[config.mk]
export PLATFORM = sky130hd
export DESIGN_NAME = tws_ctrl
export DESIGN_NICKNAME = d
export VERILOG_FILES = /design/src/common/tws_pkg.sv /design/src/design/tws_ctrl.sv /design/src/design/tws_sync.sv /design/src/design/tws_delay.sv
export VERILOG_INCLUDE_DIRS = /design/src /design/src/common
export SDC_FILE = /design/constraint.sdc
export NUM_CORES = 1
export LEC_CHECK = 0
export ABC_AREA = 1
export BUFFER_PORTS_ARGS = -buffer_cell sky130_fd_sc_hd__buf_2
export CORE_AREA = 2 2 92 94
export CTS_CLUSTER_SIZE = 40
export DETAILED_ROUTE_END_ITERATION = 16
export DIE_AREA = 0 0 94 96
export PLACE_DENSITY_LB_ADDON = 0.15
export SLEW_MARGIN = 5
export SYNTH_ARGS = -nofsm -noshare
export SYNTH_HDL_FRONTEND = slang
export SYNTH_HIERARCHICAL = 1
export SYNTH_SLANG_ARGS = --single-unit
[constraint.sdc]
create_clock -name clk -period 1.6 [get_ports clk]
set_input_delay 0.16 -clock clk [delete_from_list [all_inputs] [get_ports clk]]
set_output_delay 0.16 -clock clk [all_outputs]
set_load 0.05 [all_outputs]
[src/common/tws_map.svh]
// Register offsets, field positions, reset values and timing constants of the write-start block.
`ifndef TWS_MAP_SVH
`define TWS_MAP_SVH

// Register byte offsets on the plain register port.
`define TWS_CTRL_OFS        4'h0
`define TWS_STATUS_OFS      4'h4
`define TWS_ADDR_W          4
`define TWS_DATA_W          32

// Control register fields (write only, every bit self-clearing).
`define TWS_CTRL_START_BIT  0
`define TWS_CTRL_SETUP_BIT  1
`define TWS_CTRL_GAPDIG_BIT 2

// Status register fields.
`define TWS_ST_PRESET_BIT   0
`define TWS_ST_CLEAR_BIT    1
`define TWS_ST_FWREQ_BIT    2
`define TWS_ST_OBR_BIT      3
`define TWS_ST_TREADY_BIT   4
`define TWS_ST_RWSTART_BIT  5
`define TWS_ST_WREADY_BIT   6
`define TWS_ST_INHIBIT_BIT  7
`define TWS_ST_SHORTGAP_BIT 8
`define TWS_ST_DELAY_BIT    9

// Reset values.
`define TWS_STATUS_RST      32'h0000_0000
`define TWS_GAP_SHORT_RST   1'b0

// Timing, in nanoseconds, and the clock period.
`define TWS_CLK_PERIOD_NS   20
`define TWS_SHORT_GAP_NS    8700000
`define TWS_LONG_GAP_NS     22700000
`define TWS_START_PULSE_NS  500
`define TWS_DELAY_CNT_W     21

`endif

[src/common/tws_pkg.sv]
// Types shared by the write-start block.
package tws_pkg;

  // Buffer preparation sequence, Gray coded from idle up to ready; the return to idle flips two bits.
  typedef enum logic [2:0] {
    TWS_BUF_IDLE  = 3'h0,
    TWS_BUF_ARMED = 3'h1,
    TWS_BUF_CLEAR = 3'h3,
    TWS_BUF_FWREQ = 3'h2,
    TWS_BUF_READY = 3'h6
  } tws_buf_state_type;

endpackage : tws_pkg

[src/design/tws_ctrl.sv]
// Write-start control of one tape synchronizer: buffer clear, first loads, gap delay, start.
`timescale 1ns/10ps
`include "tws_map.svh"

// Overview of operation
// - Write-ready sets only with buffer-ready, program start and tape-ready (or first block) all set.
// - Write preset request sets the preset flag, which arms the buffer clear.
// - Buffer clear sets at a slot strobe during timing-on, resets at next strobe.
// - A preset in a lower-numbered synchronizer blocks our buffer clear.
// - Buffer clear never starts or ends inside any tape-write cycle.
// - Clear end gives clear-done, first word request, and first-word-requested flag.
// - Word-loaded acknowledge gives second word request and sets buffer-ready.
// - Tape start strobe launches 8.7 ms or 22.7 ms delay per gap mode.
// - Delay expiry sets tape-ready unless starting from first block.
// - First block with bad spot seen holds off the write start.
// - Start pulse sets write-ready and clears start, buffer-ready, tape-ready, inhibit.
// - Start pulse lasts 0.5 us, ended by its own counter; its write-ready output blocks a retrigger.
// - Inhibit suppresses write operate; gap controls set and clear it.
// - Bad-spot controls set inhibit during the spot and clear it afterwards.
// - Write halt sets inhibit; write end resets write-ready.
// - Setup with gap digit 0 selects short gap; write end resets it.
module tws_ctrl
  import tws_pkg::*;
#(
  parameter int CNT_W        = `TWS_DELAY_CNT_W,
  parameter int SHORT_CYCLES = (`TWS_SHORT_GAP_NS + `TWS_CLK_PERIOD_NS - 1) / `TWS_CLK_PERIOD_NS,
  parameter int LONG_CYCLES  = (`TWS_LONG_GAP_NS + `TWS_CLK_PERIOD_NS - 1) / `TWS_CLK_PERIOD_NS
) (
  // Clock and reset.
  input  wire logic                    clk,
  input  wire logic                    reset,
  // Register port.
  input  wire logic [`TWS_ADDR_W-1:0]  reg_addr,
  input  wire logic [`TWS_DATA_W-1:0]  reg_wdata,
  input  wire logic                    reg_wr,
  input  wire logic                    reg_rd,
  output logic      [`TWS_DATA_W-1:0]  reg_rdata,
  // Tape unit control and timing pins.
  input  wire logic                    write_preset_request,
  input  wire logic                    tape_start_strobe,
  input  wire logic                    first_block_flag,
  input  wire logic                    timing_slot_strobe,
  input  wire logic                    tape_timing_on,
  input  wire logic                    buffer_step_timing,
  input  wire logic                    any_write_cycle,
  input  wire logic                    lower_preset_block,
  // Dispatcher handshake.
  input  wire logic                    word_loaded_ack,
  output logic                         clear_done_strobe,
  output logic                         first_word_request,
  output logic                         second_word_request,
  // Gap, bad-spot and ending controls.
  input  wire logic                    bad_spot_seen,
  input  wire logic                    gap_inhibit_set,
  input  wire logic                    gap_inhibit_clear,
  input  wire logic                    badspot_inhibit_set,
  input  wire logic                    badspot_inhibit_clear,
  input  wire logic                    write_halt,
  input  wire logic                    write_end_strobe,
  // Outputs to the buffers, the other synchronizers and the write circuits.
  output logic                         buffer_clear_active,
  output logic                         buffer_clear_step,
  output logic                         write_preset_out,
  output logic                         short_gap_select,
  output logic                         long_gap_select,
  output logic                         start_condition_pulse,
  output logic                         write_active,
  output logic                         write_operate
);

  localparam int PULSE_CYCLES =
    (`TWS_START_PULSE_NS + `TWS_CLK_PERIOD_NS - 1) / `TWS_CLK_PERIOD_NS;
  localparam int NPIN = 15;
  localparam logic [4:0] PULSE_LAST = 5'(PULSE_CYCLES - 1);

  // Pin positions in the synchroniser bank.
  localparam int P_PRESET = 0;
  localparam int P_TSTART = 1;
  localparam int P_FBLK   = 2;
  localparam int P_TSS    = 3;
  localparam int P_TON    = 4;
  localparam int P_STEP   = 5;
  localparam int P_WCYC   = 6;
  localparam int P_BLOCK  = 7;
  localparam int P_ACK    = 8;
  localparam int P_BSPOT  = 9;
  localparam int P_GSET   = 10;
  localparam int P_GCLR   = 11;
  localparam int P_BSET   = 12;
  localparam int P_BCLR   = 13;
  localparam int P_HALT   = 14;

  typedef struct packed {
    tws_buf_state_type       buf_state;
    logic [NPIN-1:0]         pin_prev;
    logic                    end_prev;
    logic                    tape_ready;
    logic                    rw_start;
    logic                    write_ready;
    logic                    inhibit;
    logic                    gap_short;
    logic [4:0]              pulse_cnt;
    logic                    start_pulse;
    logic                    write_operate;
    logic                    clear_done;
    logic                    first_req;
    logic                    second_req;
    logic                    clear_step;
    logic                    clear_active;
    logic                    preset_out;
    logic                    long_gap;
    logic [`TWS_DATA_W-1:0]  rdata;
  } tws_ctrl_state_type;

  tws_ctrl_state_type state_ff;
  tws_ctrl_state_type nxt_state;

  logic [NPIN-1:0]  pin_sync;
  logic [NPIN-1:0]  pin_rise;
  logic             end_sync;
  logic             delay_busy;
  logic             delay_expired;
  logic             delay_trigger;
  logic [CNT_W-1:0] delay_length;
  logic             start_cond;
  logic             preset_flag;
  logic             clearing;
  logic [`TWS_DATA_W-1:0] status_word;

  tws_sync #(
    .WIDTH (NPIN)
  ) u_pin_sync (
    .clk      (clk),
    .reset    (reset),
    .async_in ({write_halt, badspot_inhibit_clear, badspot_inhibit_set, gap_inhibit_clear,
                gap_inhibit_set, bad_spot_seen, word_loaded_ack, lower_preset_block,
                any_write_cycle, buffer_step_timing, tape_timing_on, timing_slot_strobe,
                first_block_flag, tape_start_strobe, write_preset_request}),
    .sync_out (pin_sync)
  );

  // The write end strobe gets its own stage so that it can also restart the gap mode.
  tws_sync #(
    .WIDTH (1)
  ) u_end_sync (
    .clk      (clk),
    .reset    (reset),
    .async_in (write_end_strobe),
    .sync_out (end_sync)
  );

  // Strobes from the tape unit are long compared with the clock, so act on their rising edge.
  assign pin_rise = pin_sync & ~state_ff.pin_prev;

  assign preset_flag = (state_ff.buf_state != TWS_BUF_IDLE) &&
                       (state_ff.buf_state != TWS_BUF_READY);
  assign clearing    = (state_ff.buf_state == TWS_BUF_CLEAR);

  assign delay_trigger = pin_rise[P_TSTART];
  assign delay_length  = state_ff.gap_short ? CNT_W'(SHORT_CYCLES) : CNT_W'(LONG_CYCLES);

  tws_delay #(
    .CNT_W (CNT_W)
  ) u_gap_delay (
    .clk     (clk),
    .reset   (reset),
    .trigger (delay_trigger),
    .length  (delay_length),
    .abandon (1'b0),
    .busy    (delay_busy),
    .expired (delay_expired)
  );

  // From the first block the tape-ready flag never sets, so the late program start alone,
  // together with the buffers, opens the write; a passing bad spot holds it shut.
  assign start_cond = (state_ff.buf_state == TWS_BUF_READY) && state_ff.rw_start &&
                      (state_ff.tape_ready || pin_sync[P_FBLK]) &&
                      !(pin_sync[P_FBLK] && pin_sync[P_BSPOT]) &&
                      !state_ff.write_ready && !state_ff.start_pulse;

  always_comb begin
    status_word = `TWS_STATUS_RST;
    status_word[`TWS_ST_PRESET_BIT]   = preset_flag;
    status_word[`TWS_ST_CLEAR_BIT]    = clearing;
    status_word[`TWS_ST_FWREQ_BIT]    = (state_ff.buf_state == TWS_BUF_FWREQ);
    status_word[`TWS_ST_OBR_BIT]      = (state_ff.buf_state == TWS_BUF_READY);
    status_word[`TWS_ST_TREADY_BIT]   = state_ff.tape_ready;
    status_word[`TWS_ST_RWSTART_BIT]  = state_ff.rw_start;
    status_word[`TWS_ST_WREADY_BIT]   = state_ff.write_ready;
    status_word[`TWS_ST_INHIBIT_BIT]  = state_ff.inhibit;
    status_word[`TWS_ST_SHORTGAP_BIT] = state_ff.gap_short;
    status_word[`TWS_ST_DELAY_BIT]    = delay_busy;
  end

  always_comb begin
    nxt_state            = state_ff;
    nxt_state.pin_prev   = pin_sync;
    nxt_state.end_prev   = end_sync;
    nxt_state.clear_done = 1'b0;
    nxt_state.first_req  = 1'b0;
    nxt_state.second_req = 1'b0;
    nxt_state.rdata      = '0;

    // Buffer clear and initial loading.
    case (state_ff.buf_state)
      TWS_BUF_IDLE: begin
        if (pin_rise[P_PRESET]) begin
          nxt_state.buf_state = TWS_BUF_ARMED;
        end
      end
      TWS_BUF_ARMED: begin
        // Slot strobes fall between write cycles; the explicit check keeps that true here.
        if (pin_rise[P_TSS] && pin_sync[P_TON] && !pin_sync[P_BLOCK] &&
            !pin_sync[P_WCYC]) begin
          nxt_state.buf_state = TWS_BUF_CLEAR;
        end
      end
      TWS_BUF_CLEAR: begin
        if (pin_rise[P_TSS] && !pin_sync[P_WCYC]) begin
          nxt_state.buf_state  = TWS_BUF_FWREQ;
          nxt_state.clear_done = 1'b1;
          nxt_state.first_req  = 1'b1;
        end
      end
      TWS_BUF_FWREQ: begin
        if (pin_rise[P_ACK]) begin
          nxt_state.buf_state  = TWS_BUF_READY;
          nxt_state.second_req = 1'b1;
        end
      end
      TWS_BUF_READY: begin
        if (start_cond) begin
          nxt_state.buf_state = TWS_BUF_IDLE;
        end
      end
      default: begin
        nxt_state.buf_state = TWS_BUF_IDLE;
      end
    endcase

    nxt_state.clear_step = (nxt_state.buf_state == TWS_BUF_CLEAR) && pin_sync[P_STEP];
    nxt_state.clear_active = (nxt_state.buf_state == TWS_BUF_CLEAR);
    nxt_state.preset_out   = (nxt_state.buf_state != TWS_BUF_IDLE) &&
                             (nxt_state.buf_state != TWS_BUF_READY);

    // Tape acceleration delay result.
    if (delay_expired && !pin_sync[P_FBLK]) begin
      nxt_state.tape_ready = 1'b1;
    end

    // Program instructions through the control register.
    if (reg_wr && reg_addr == `TWS_CTRL_OFS) begin
      if (reg_wdata[`TWS_CTRL_START_BIT]) begin
        nxt_state.rw_start = 1'b1;
      end
      if (reg_wdata[`TWS_CTRL_SETUP_BIT] && !reg_wdata[`TWS_CTRL_GAPDIG_BIT]) begin
        nxt_state.gap_short = 1'b1;
      end
    end

    // Single pulser: write-ready, once set, closes the gate that made the pulse.
    if (start_cond) begin
      nxt_state.start_pulse = 1'b1;
      nxt_state.write_ready = 1'b1;
      nxt_state.pulse_cnt   = '0;
      nxt_state.rw_start    = 1'b0;
      nxt_state.tape_ready  = 1'b0;
    end else if (state_ff.start_pulse) begin
      if (state_ff.pulse_cnt == PULSE_LAST) begin
        nxt_state.start_pulse = 1'b0;
      end else begin
        nxt_state.pulse_cnt = state_ff.pulse_cnt + 5'h01;
      end
    end

    // Inhibit write: a set arriving with any clear wins.
    if (start_cond || pin_rise[P_GCLR] || pin_rise[P_BCLR]) begin
      nxt_state.inhibit = 1'b0;
    end
    if (pin_rise[P_GSET] || pin_rise[P_BSET] || pin_rise[P_HALT]) begin
      nxt_state.inhibit = 1'b1;
    end

    // Write end closes the operation and returns the gap mode to long.
    if (end_sync && !state_ff.end_prev) begin
      nxt_state.write_ready = 1'b0;
      nxt_state.gap_short   = 1'b0;
    end

    nxt_state.write_operate = nxt_state.write_ready && !nxt_state.inhibit;
    nxt_state.long_gap      = !nxt_state.gap_short;

    if (reg_rd) begin
      case (reg_addr)
        `TWS_STATUS_OFS: nxt_state.rdata = status_word;
        default:         nxt_state.rdata = '0;
      endcase
    end
  end

  always_ff @(posedge clk) begin
    if (reset) begin
      state_ff           <= '0;
      state_ff.gap_short <= `TWS_GAP_SHORT_RST;
      state_ff.long_gap  <= !`TWS_GAP_SHORT_RST;
    end else begin
      state_ff <= nxt_state;
    end
  end

  assign reg_rdata             = state_ff.rdata;
  assign clear_done_strobe     = state_ff.clear_done;
  assign first_word_request    = state_ff.first_req;
  assign second_word_request   = state_ff.second_req;
  assign buffer_clear_active   = state_ff.clear_active;
  assign buffer_clear_step     = state_ff.clear_step;
  assign write_preset_out      = state_ff.preset_out;
  assign short_gap_select      = state_ff.gap_short;
  assign long_gap_select       = state_ff.long_gap;
  assign start_condition_pulse = state_ff.start_pulse;
  assign write_active          = state_ff.write_ready;
  assign write_operate         = state_ff.write_operate;
endmodule : tws_ctrl

[src/design/tws_sync.sv]
// Two-flop synchroniser bank for the asynchronous pins of the write-start block.
`timescale 1ns/10ps
module tws_sync
  import tws_pkg::*;
#(
  parameter int WIDTH = 1
) (
  // Clock and reset.
  input  wire logic             clk,
  input  wire logic             reset,
  // Pins in and synchronised levels out.
  input  wire logic [WIDTH-1:0] async_in,
  output logic      [WIDTH-1:0] sync_out
);

  typedef struct packed {
    logic [WIDTH-1:0] meta;
    logic [WIDTH-1:0] stable;
  } tws_sync_state_type;

  tws_sync_state_type state_ff;
  tws_sync_state_type nxt_state;

  // The first stage feeds only the second one.
  always_comb begin
    nxt_state = state_ff;
    for (int i = 0; i < WIDTH; i++) begin
      nxt_state.meta[i]   = async_in[i];
      nxt_state.stable[i] = state_ff.meta[i];
    end
  end

  always_ff @(posedge clk) begin
    if (reset) begin
      state_ff <= '0;
    end else begin
      state_ff <= nxt_state;
    end
  end

  assign sync_out = state_ff.stable;

endmodule : tws_sync

[src/design/tws_delay.sv]
// Retriggerable delay element used for the tape acceleration delay.
`timescale 1ns/10ps
`include "tws_map.svh"
module tws_delay
  import tws_pkg::*;
#(
  parameter int CNT_W = `TWS_DELAY_CNT_W
) (
  // Clock and reset.
  input  wire logic             clk,
  input  wire logic             reset,
  // Trigger with its length, abandon, and results.
  input  wire logic             trigger,
  input  wire logic [CNT_W-1:0] length,
  input  wire logic             abandon,
  output logic                  busy,
  output logic                  expired
);

  typedef struct packed {
    logic             busy;
    logic             expired;
    logic [CNT_W-1:0] count;
  } tws_delay_state_type;

  tws_delay_state_type state_ff;
  tws_delay_state_type nxt_state;

  // A trigger while running restarts the delay from its full length.
  always_comb begin
    nxt_state         = state_ff;
    nxt_state.expired = 1'b0;
    if (abandon) begin
      nxt_state.busy  = 1'b0;
      nxt_state.count = '0;
    end else if (trigger) begin
      nxt_state.busy  = 1'b1;
      nxt_state.count = length;
    end else if (state_ff.busy) begin
      if (state_ff.count <= {{(CNT_W-1){1'b0}}, 1'b1}) begin
        nxt_state.busy    = 1'b0;
        nxt_state.expired = 1'b1;
        nxt_state.count   = '0;
      end else begin
        nxt_state.count = state_ff.count - {{(CNT_W-1){1'b0}}, 1'b1};
      end
    end
  end

  always_ff @(posedge clk) begin
    if (reset) begin
      state_ff <= '0;
    end else begin
      state_ff <= nxt_state;
    end
  end

  assign busy    = state_ff.busy;
  assign expired = state_ff.expired;

endmodule : tws_delay

Word-level counts from Yosys, hierarchy flattened. Cells that the tools add are included.

Add/sub/neg operators: 2. Magnitude comparators: 1. Equality and inequality tests: 9. Muxes and demuxes: 24. Bitwise operators: 8. Reduce and logical (&&, ||, !) cells: 46.

Operators with widths (count): $mux 21 (3); $mux 23 (1); $le 21x1->1 const B (1); $sub 21x1->21 const B (1); $logic_and 1x1->1 (18); $and 15x15->15 (1); $mux 3 (5); $not 15->15 (1); $pmux 3 s5 (1); $mux 1 (12); $logic_not 1->1 (10); $eq 3x2->1 const B (3); $reduce_or 2->1 (4); $ne 3x3->1 const B (2); $not 1->1 (6); $reduce_bool 3->1 (2); $reduce_or 3->1 (2); $add 5x1->5 const B (1); $eq 5x5->1 const B (1); $logic_or 1x1->1 (5); $eq 4x3->1 const B (1); $logic_not 4->1 (1); $mux 2 (2); $reduce_and 2->1 (2); 4 further kinds (4).

Register bits: 125. Input bits: 56. Output and inout bits: 43.

Depth between registers and ports, before layout.
Depth in word-level cells: 12. Depth in mapped cells: 10.

Modules after synthesis. The synthesis kept the hierarchy.

By module, submodules not included: tws_ctrl (times used 1, cells an instance 216, area each 1736.7 sq um, seq. area each 820.8 sq um); tws_delay (times used 1, cells an instance 222, area each 1505.2 sq um, seq. area each 460.4 sq um); tws_sync at u_pin_sync (times used 1, cells an instance 93, area each 859.6 sq um, seq. area each 600.6 sq um); tws_sync at u_end_sync (times used 1, cells an instance 6, area each 55.1 sq um, seq. area each 40.0 sq um).

Least setup slack after synthesis. Ideal clock, no wire load.

Path kind: reg2reg. From: reg u_gap_delay/state_ff[1] (netlist name). To: reg u_gap_delay/state_ff[16] (netlist name). Arrival time: 1.272 ns. Required time: 1.472 ns. Setup slack: 0.201 ns. Cell stages (with the launch flop): 9. Clock period less this slack: 1.399 ns. Cells stage by stage: dfxtp_1 > inv_1 > ha_1 > nand2_1 > nor2_4 > nand2_1 > xor2_1 > a21oi_2 > nor2_1.

Longest elaborated chain between the ends: 4.

RTL lines: start: declaration (line tws_delay.sv:26) `tws_delay_state_type state_ff;`; start signal: assignment (line tws_delay.sv:54) `state_ff <= nxt_state;`; $sub 21x1->21 / $le 21x1->1 (equally long branches) (line tws_delay.sv:45, tws_delay.sv:40); $mux 21 * (line tws_delay.sv:40) `if (state_ff.count <= {{(CNT_W-1){1'b0}}, 1'b1}) begin`; $mux 23 * (line tws_delay.sv:39) `end else if (state_ff.busy) begin`; $mux 21 * (line tws_delay.sv:36) `end else if (trigger) begin`.

Every way passes the cells marked *; elsewhere a longest branch is shown, timed or not. The select of a mux whose other input is x is not followed. A chain may end at the register's enable or synchronous reset.

Final worst setup path.
From: reg u_gap_delay/state_ff[14] (netlist name). To: reg u_gap_delay/state_ff[9] (netlist name).

Longest elaborated chain between the ends: 4.

RTL lines (line): $le 21x1->1 (tws_delay.sv:40); $mux 21 (tws_delay.sv:40); $mux 23 (tws_delay.sv:39); $mux 21 (tws_delay.sv:36).

Every way passes these cells. The select of a mux whose other input is x is not followed.

==> key figures <==
Timing
  • Final slew viol count: 0
  • Final Cycle Share: 94.94%
  • # setup viols final: 0
  • Period minus WS final: 1.519 ns
  • Final hold violation count: 0
  • Fin worst setup slack: 0.08101 ns
  • Max Freq: 658.3 MHz
  • Maximum clock skew at final layout: 0.01238 ns
  • Setup TNS: 0 ns

Final layout
  • ANT cells: 0
  • Fin util: 59.52%
  • Synth-to-Final Area Change: 15.29%
  • FILL cells: 742
  • Share of cells above drive strength 1: 17.94%
  • Final cell count without fillers: 718
  • Fin nets: 668
  • Area of the multi-input gates: 1729 um^2
  • Reg area: 1923 um^2

Drt
  • Detail Route Antenna Nets: 0
  • Vias per inst: 4.556
  • DR iter-0 viols: 131
  • Drt first pass iters: 4
  • WL final: 7587 um
  • DRC violations left: 0
  • DR WL/cell: 10.57 um
  • Via count: 3,271

CTS
  • Clock Tree Buf Depth: 2
  • CTS sink cnt: 96
  • H-Tree Depth: 3
  • Clock Tree Root: clkbuf_8
  • Total CTS buffers: 9
  • Worst-Skew Late Latency: 0.36 ns
  • TritonCTS clock tree: yes
  • Clk slew on worst S/H paths: 0.11 ns

GRT
  • Gr usage total: 17.71%
  • GRT overflow: 0
  • Global-route wire length before repair: 12,610 um
  • Initial antenna violation count: 0
  • Largest net degree at the start of global routing: 39
  • Vias in the first global route: 2,915

Place
  • Post-Place Cells: 685
  • Pre-CTS WS: 0.05814 ns
  • PortBufs: 47
  • DP Wirelength: 5300 um
  • RePlAce Congestion: 0.8705

Critical path
  • Crit path kind: register to register
  • CP Capture Type: register
  • Max incr delay on CP: 0.36 ns
  • Most Frequent Cell on Critical Path: nor2_1
  • CP Launch Type: register
  • Worst path slowest cell: dfxtp_1
  • CP max FO: 17
  • Worst path cell trace: nor2_1 > nand2_1 > nor2_1 > nand3_2 > nand2_2 > nor2_4 > buf_12 > a21oi_1 > nor2_1
  • Worst path arrival time: 1.77 ns
  • WP data required: 1.85 ns

Synth
  • Yosys reg bits: 96
  • Avg Cell Area, Syn: 7.740 um^2
  • Synth unique cells: 37
  • Post-Synthesis Cells: 537
  • Syn Std Cell Area: 4156 um^2
  • Sequential-to-total area share from yosys stat: 46.24%
  • Yosys warning total: 6

Status
  • Status: finished clean

Floorplan
  • Die Wd: 94 um
  • Die area: 9024 um^2
  • IO Count: 99
  • Initial Utilization: 51.62%
  • Rows: 33
  • Core ar.: 8051 um^2
  • Die height: 96 um

Hold path
  • HP Class: input port to register

Power
  • PD cells: 954.6 nW/um^2
  • P_leak: 2.272 nW
  • Peak VDD IR: 0.5528 mV

Run
  • Max Cap Violations: 0
-- report_power, final --
part,internal (mW),leakage (nW),switching (mW)
clock,0.630,0.104,0.951
sequential,2.45,0.783,0.0237
combinational,0.171,1.38,0.353
-- final cells by class --
class,instances,area share [%]
Timing Repair Buffer,75,10.39
Clock inverter,7,1.645
Multi-Input combinational cell,344,36.08
Clock buffer,9,2.585
Tap cell,105,2.742
Sequential cell,96,40.13
Inverter,82,6.423
-- placed cells by master, fill, tap and decap left out, types with 2 or more instances in the layout --
cell type | Yosys | routed
nand2_1 | 68 | 67
clkbuf_8 | 0 | 9
o21ai_1 | 1 | 2
ha_1 | 4 | 4
dfxtp_1 | 96 | 95
nand2_4 | 3 | 3
o21ai_0 | 9 | 8
o22ai_1 | 2 | 2
nand3_1 | 13 | 13
inv_1 | 82 | 81
nor3b_1 | 2 | 2
nor2_1 | 112 | 109
nor2_2 | 8 | 10
inv_8 | 0 | 4
xnor2_1 | 3 | 3
nand4_1 | 5 | 5
buf_4 | 33 | 11
nand2_2 | 4 | 5
a21oi_2 | 3 | 3
conb_1 | 2 | 33
dlygate4sd3_1 | 0 | 16
buf_2 | 2 | 47
a22oi_1 | 13 | 13
nand3_2 | 3 | 3
nor3_1 | 5 | 5
xor2_1 | 14 | 14
a21oi_1 | 24 | 24
o21bai_1 | 2 | 2
nor2_4 | 4 | 5
-- worst max-delay path, delay by kind of cell, from the launching register on --
| family | cells | cell delay (ns) |
|---|---|---|
| AO/OA/AOI/OAI | 1 | 0.14 |
| AND/OR/NAND/NOR | 7 | 0.75 |
| flip-flops | 1 | 0.36 |
| buffers and inverters | 1 | 0.15 |
-- worst paths after layout --
path / start / to / slack [ns] / cells past startpoint
setup / recovery: u_gap_delay/state_ff[14]$_SDFFE_PP0P_ / u_gap_delay/state_ff[9]$_SDFFE_PP0P_ / 0.08 / 9
hold / removal: reg_wdata[2] / long_gap_select$_SDFF_PP1_ / 0.04 / 3
hold reg to reg: u_pin_sync/nxt_state[8]$_SDFF_PP0_ / u_pin_sync/sync_out[8]$_SDFF_PP0_ / 0.40 / 2
setup reg to reg: u_gap_delay/state_ff[14]$_SDFFE_PP0P_ / u_gap_delay/state_ff[9]$_SDFFE_PP0P_ / 0.08 / 9
-- per-stage QoR --
step / power, mW / hold WS, ns / area, um^2
after floorplan: 2.952 / 0.2312 / 4273
after global placement: 3.002 / 0.3576 / 4405
after detailed placement: 3.009 / 0.3675 / 4405
after CTS: 4.628 / 0.02042 / 4768
after global routing: 4.811 / 0.06309 / 4792
final: 4.574 / 0.04259 / 4792
-- cell usage after synthesis --
| cell type | n | area (um^2) |
|---|---|---|
| nor2_1 | 112 | 420.4 |
| dfxtp_1 | 96 | 1922 |
| inv_1 | 82 | 307.8 |
| nand2_1 | 68 | 255.2 |
| buf_4 | 33 | 247.7 |
| a21oi_1 | 24 | 120.1 |
| xor2_1 | 14 | 122.6 |
| a22oi_1 | 13 | 97.59 |
| nand3_1 | 13 | 65.06 |
| o21ai_0 | 9 | 45.04 |
| nor2_2 | 8 | 50.05 |
| clkbuf_1 | 7 | 26.28 |
| nand4_1 | 5 | 31.28 |
| nor3_1 | 5 | 25.02 |
| buf_6 | 4 | 45.04 |
| ha_1 | 4 | 50.05 |
| nand2_2 | 4 | 25.02 |
| nor2_4 | 4 | 45.04 |
| a21oi_2 | 3 | 26.28 |
| nand2_4 | 3 | 33.78 |
| nand3_2 | 3 | 30.03 |
| xnor2_1 | 3 | 26.28 |
| buf_2 | 2 | 10.01 |
| conb_1 | 2 | 7.510 |
| nor3b_1 | 2 | 15.01 |
| o21bai_1 | 2 | 15.01 |
| o22ai_1 | 2 | 12.51 |
| a211oi_1 | 1 | 7.510 |
| and3_1 | 1 | 6.260 |
| nand3b_2 | 1 | 11.26 |
| nand4_2 | 1 | 12.51 |
| nor4_1 | 1 | 6.260 |
| o21a_1 | 1 | 7.510 |
| o21ai_1 | 1 | 5.000 |
| o21ai_2 | 1 | 8.760 |
| o31ai_1 | 1 | 7.510 |
| or2_2 | 1 | 6.260 |
-- state kept, by name, indices dropped and copies added (netlist names), 10 cells and up --
name,flops
reg_rdata,10
state_ff,21
u_gap_delay/state_ff,21
u_pin_sync/nxt_state,15
u_pin_sync/sync_out,15
-- cell families (layout without fill, tap and decap cells) --
logic type / after synthesis / after routing / synth area share, %
simple gates: 232 / 232 / 24.98
buf+inv: 128 / 173 / 15.32
flops: 96 / 96 / 46.24
compound gates: 58 / 58 / 8.489
xor+xnor: 17 / 17 / 3.582
fa+ha+maj: 4 / 4 / 1.204
other cells: 2 / 33 / 0.1807
-- metal layers --
| metal | vias to the layer above | GRT usage [%] | wire length (um) |
|---|---|---|---|
| li1 | 1726 | - | - |
| met1 | 1445 | 23.65 | 3693 |
| met2 | 91 | 27.98 | 3395 |
| met3 | 9 | 4.229 | 382 |
| met4 | 0 | 6.643 | 116 |
| met5 | - | 0 | 0 |
-- repair_timing --
action	4_1_cts	5_1_grt
setup endpoints to repair	0	8
buffers inserted	0	1
gates resized for setup	0	8
hold buffers	16	0
hold endpoints to repair	16	0
Power figures use the tool's default switching activity.
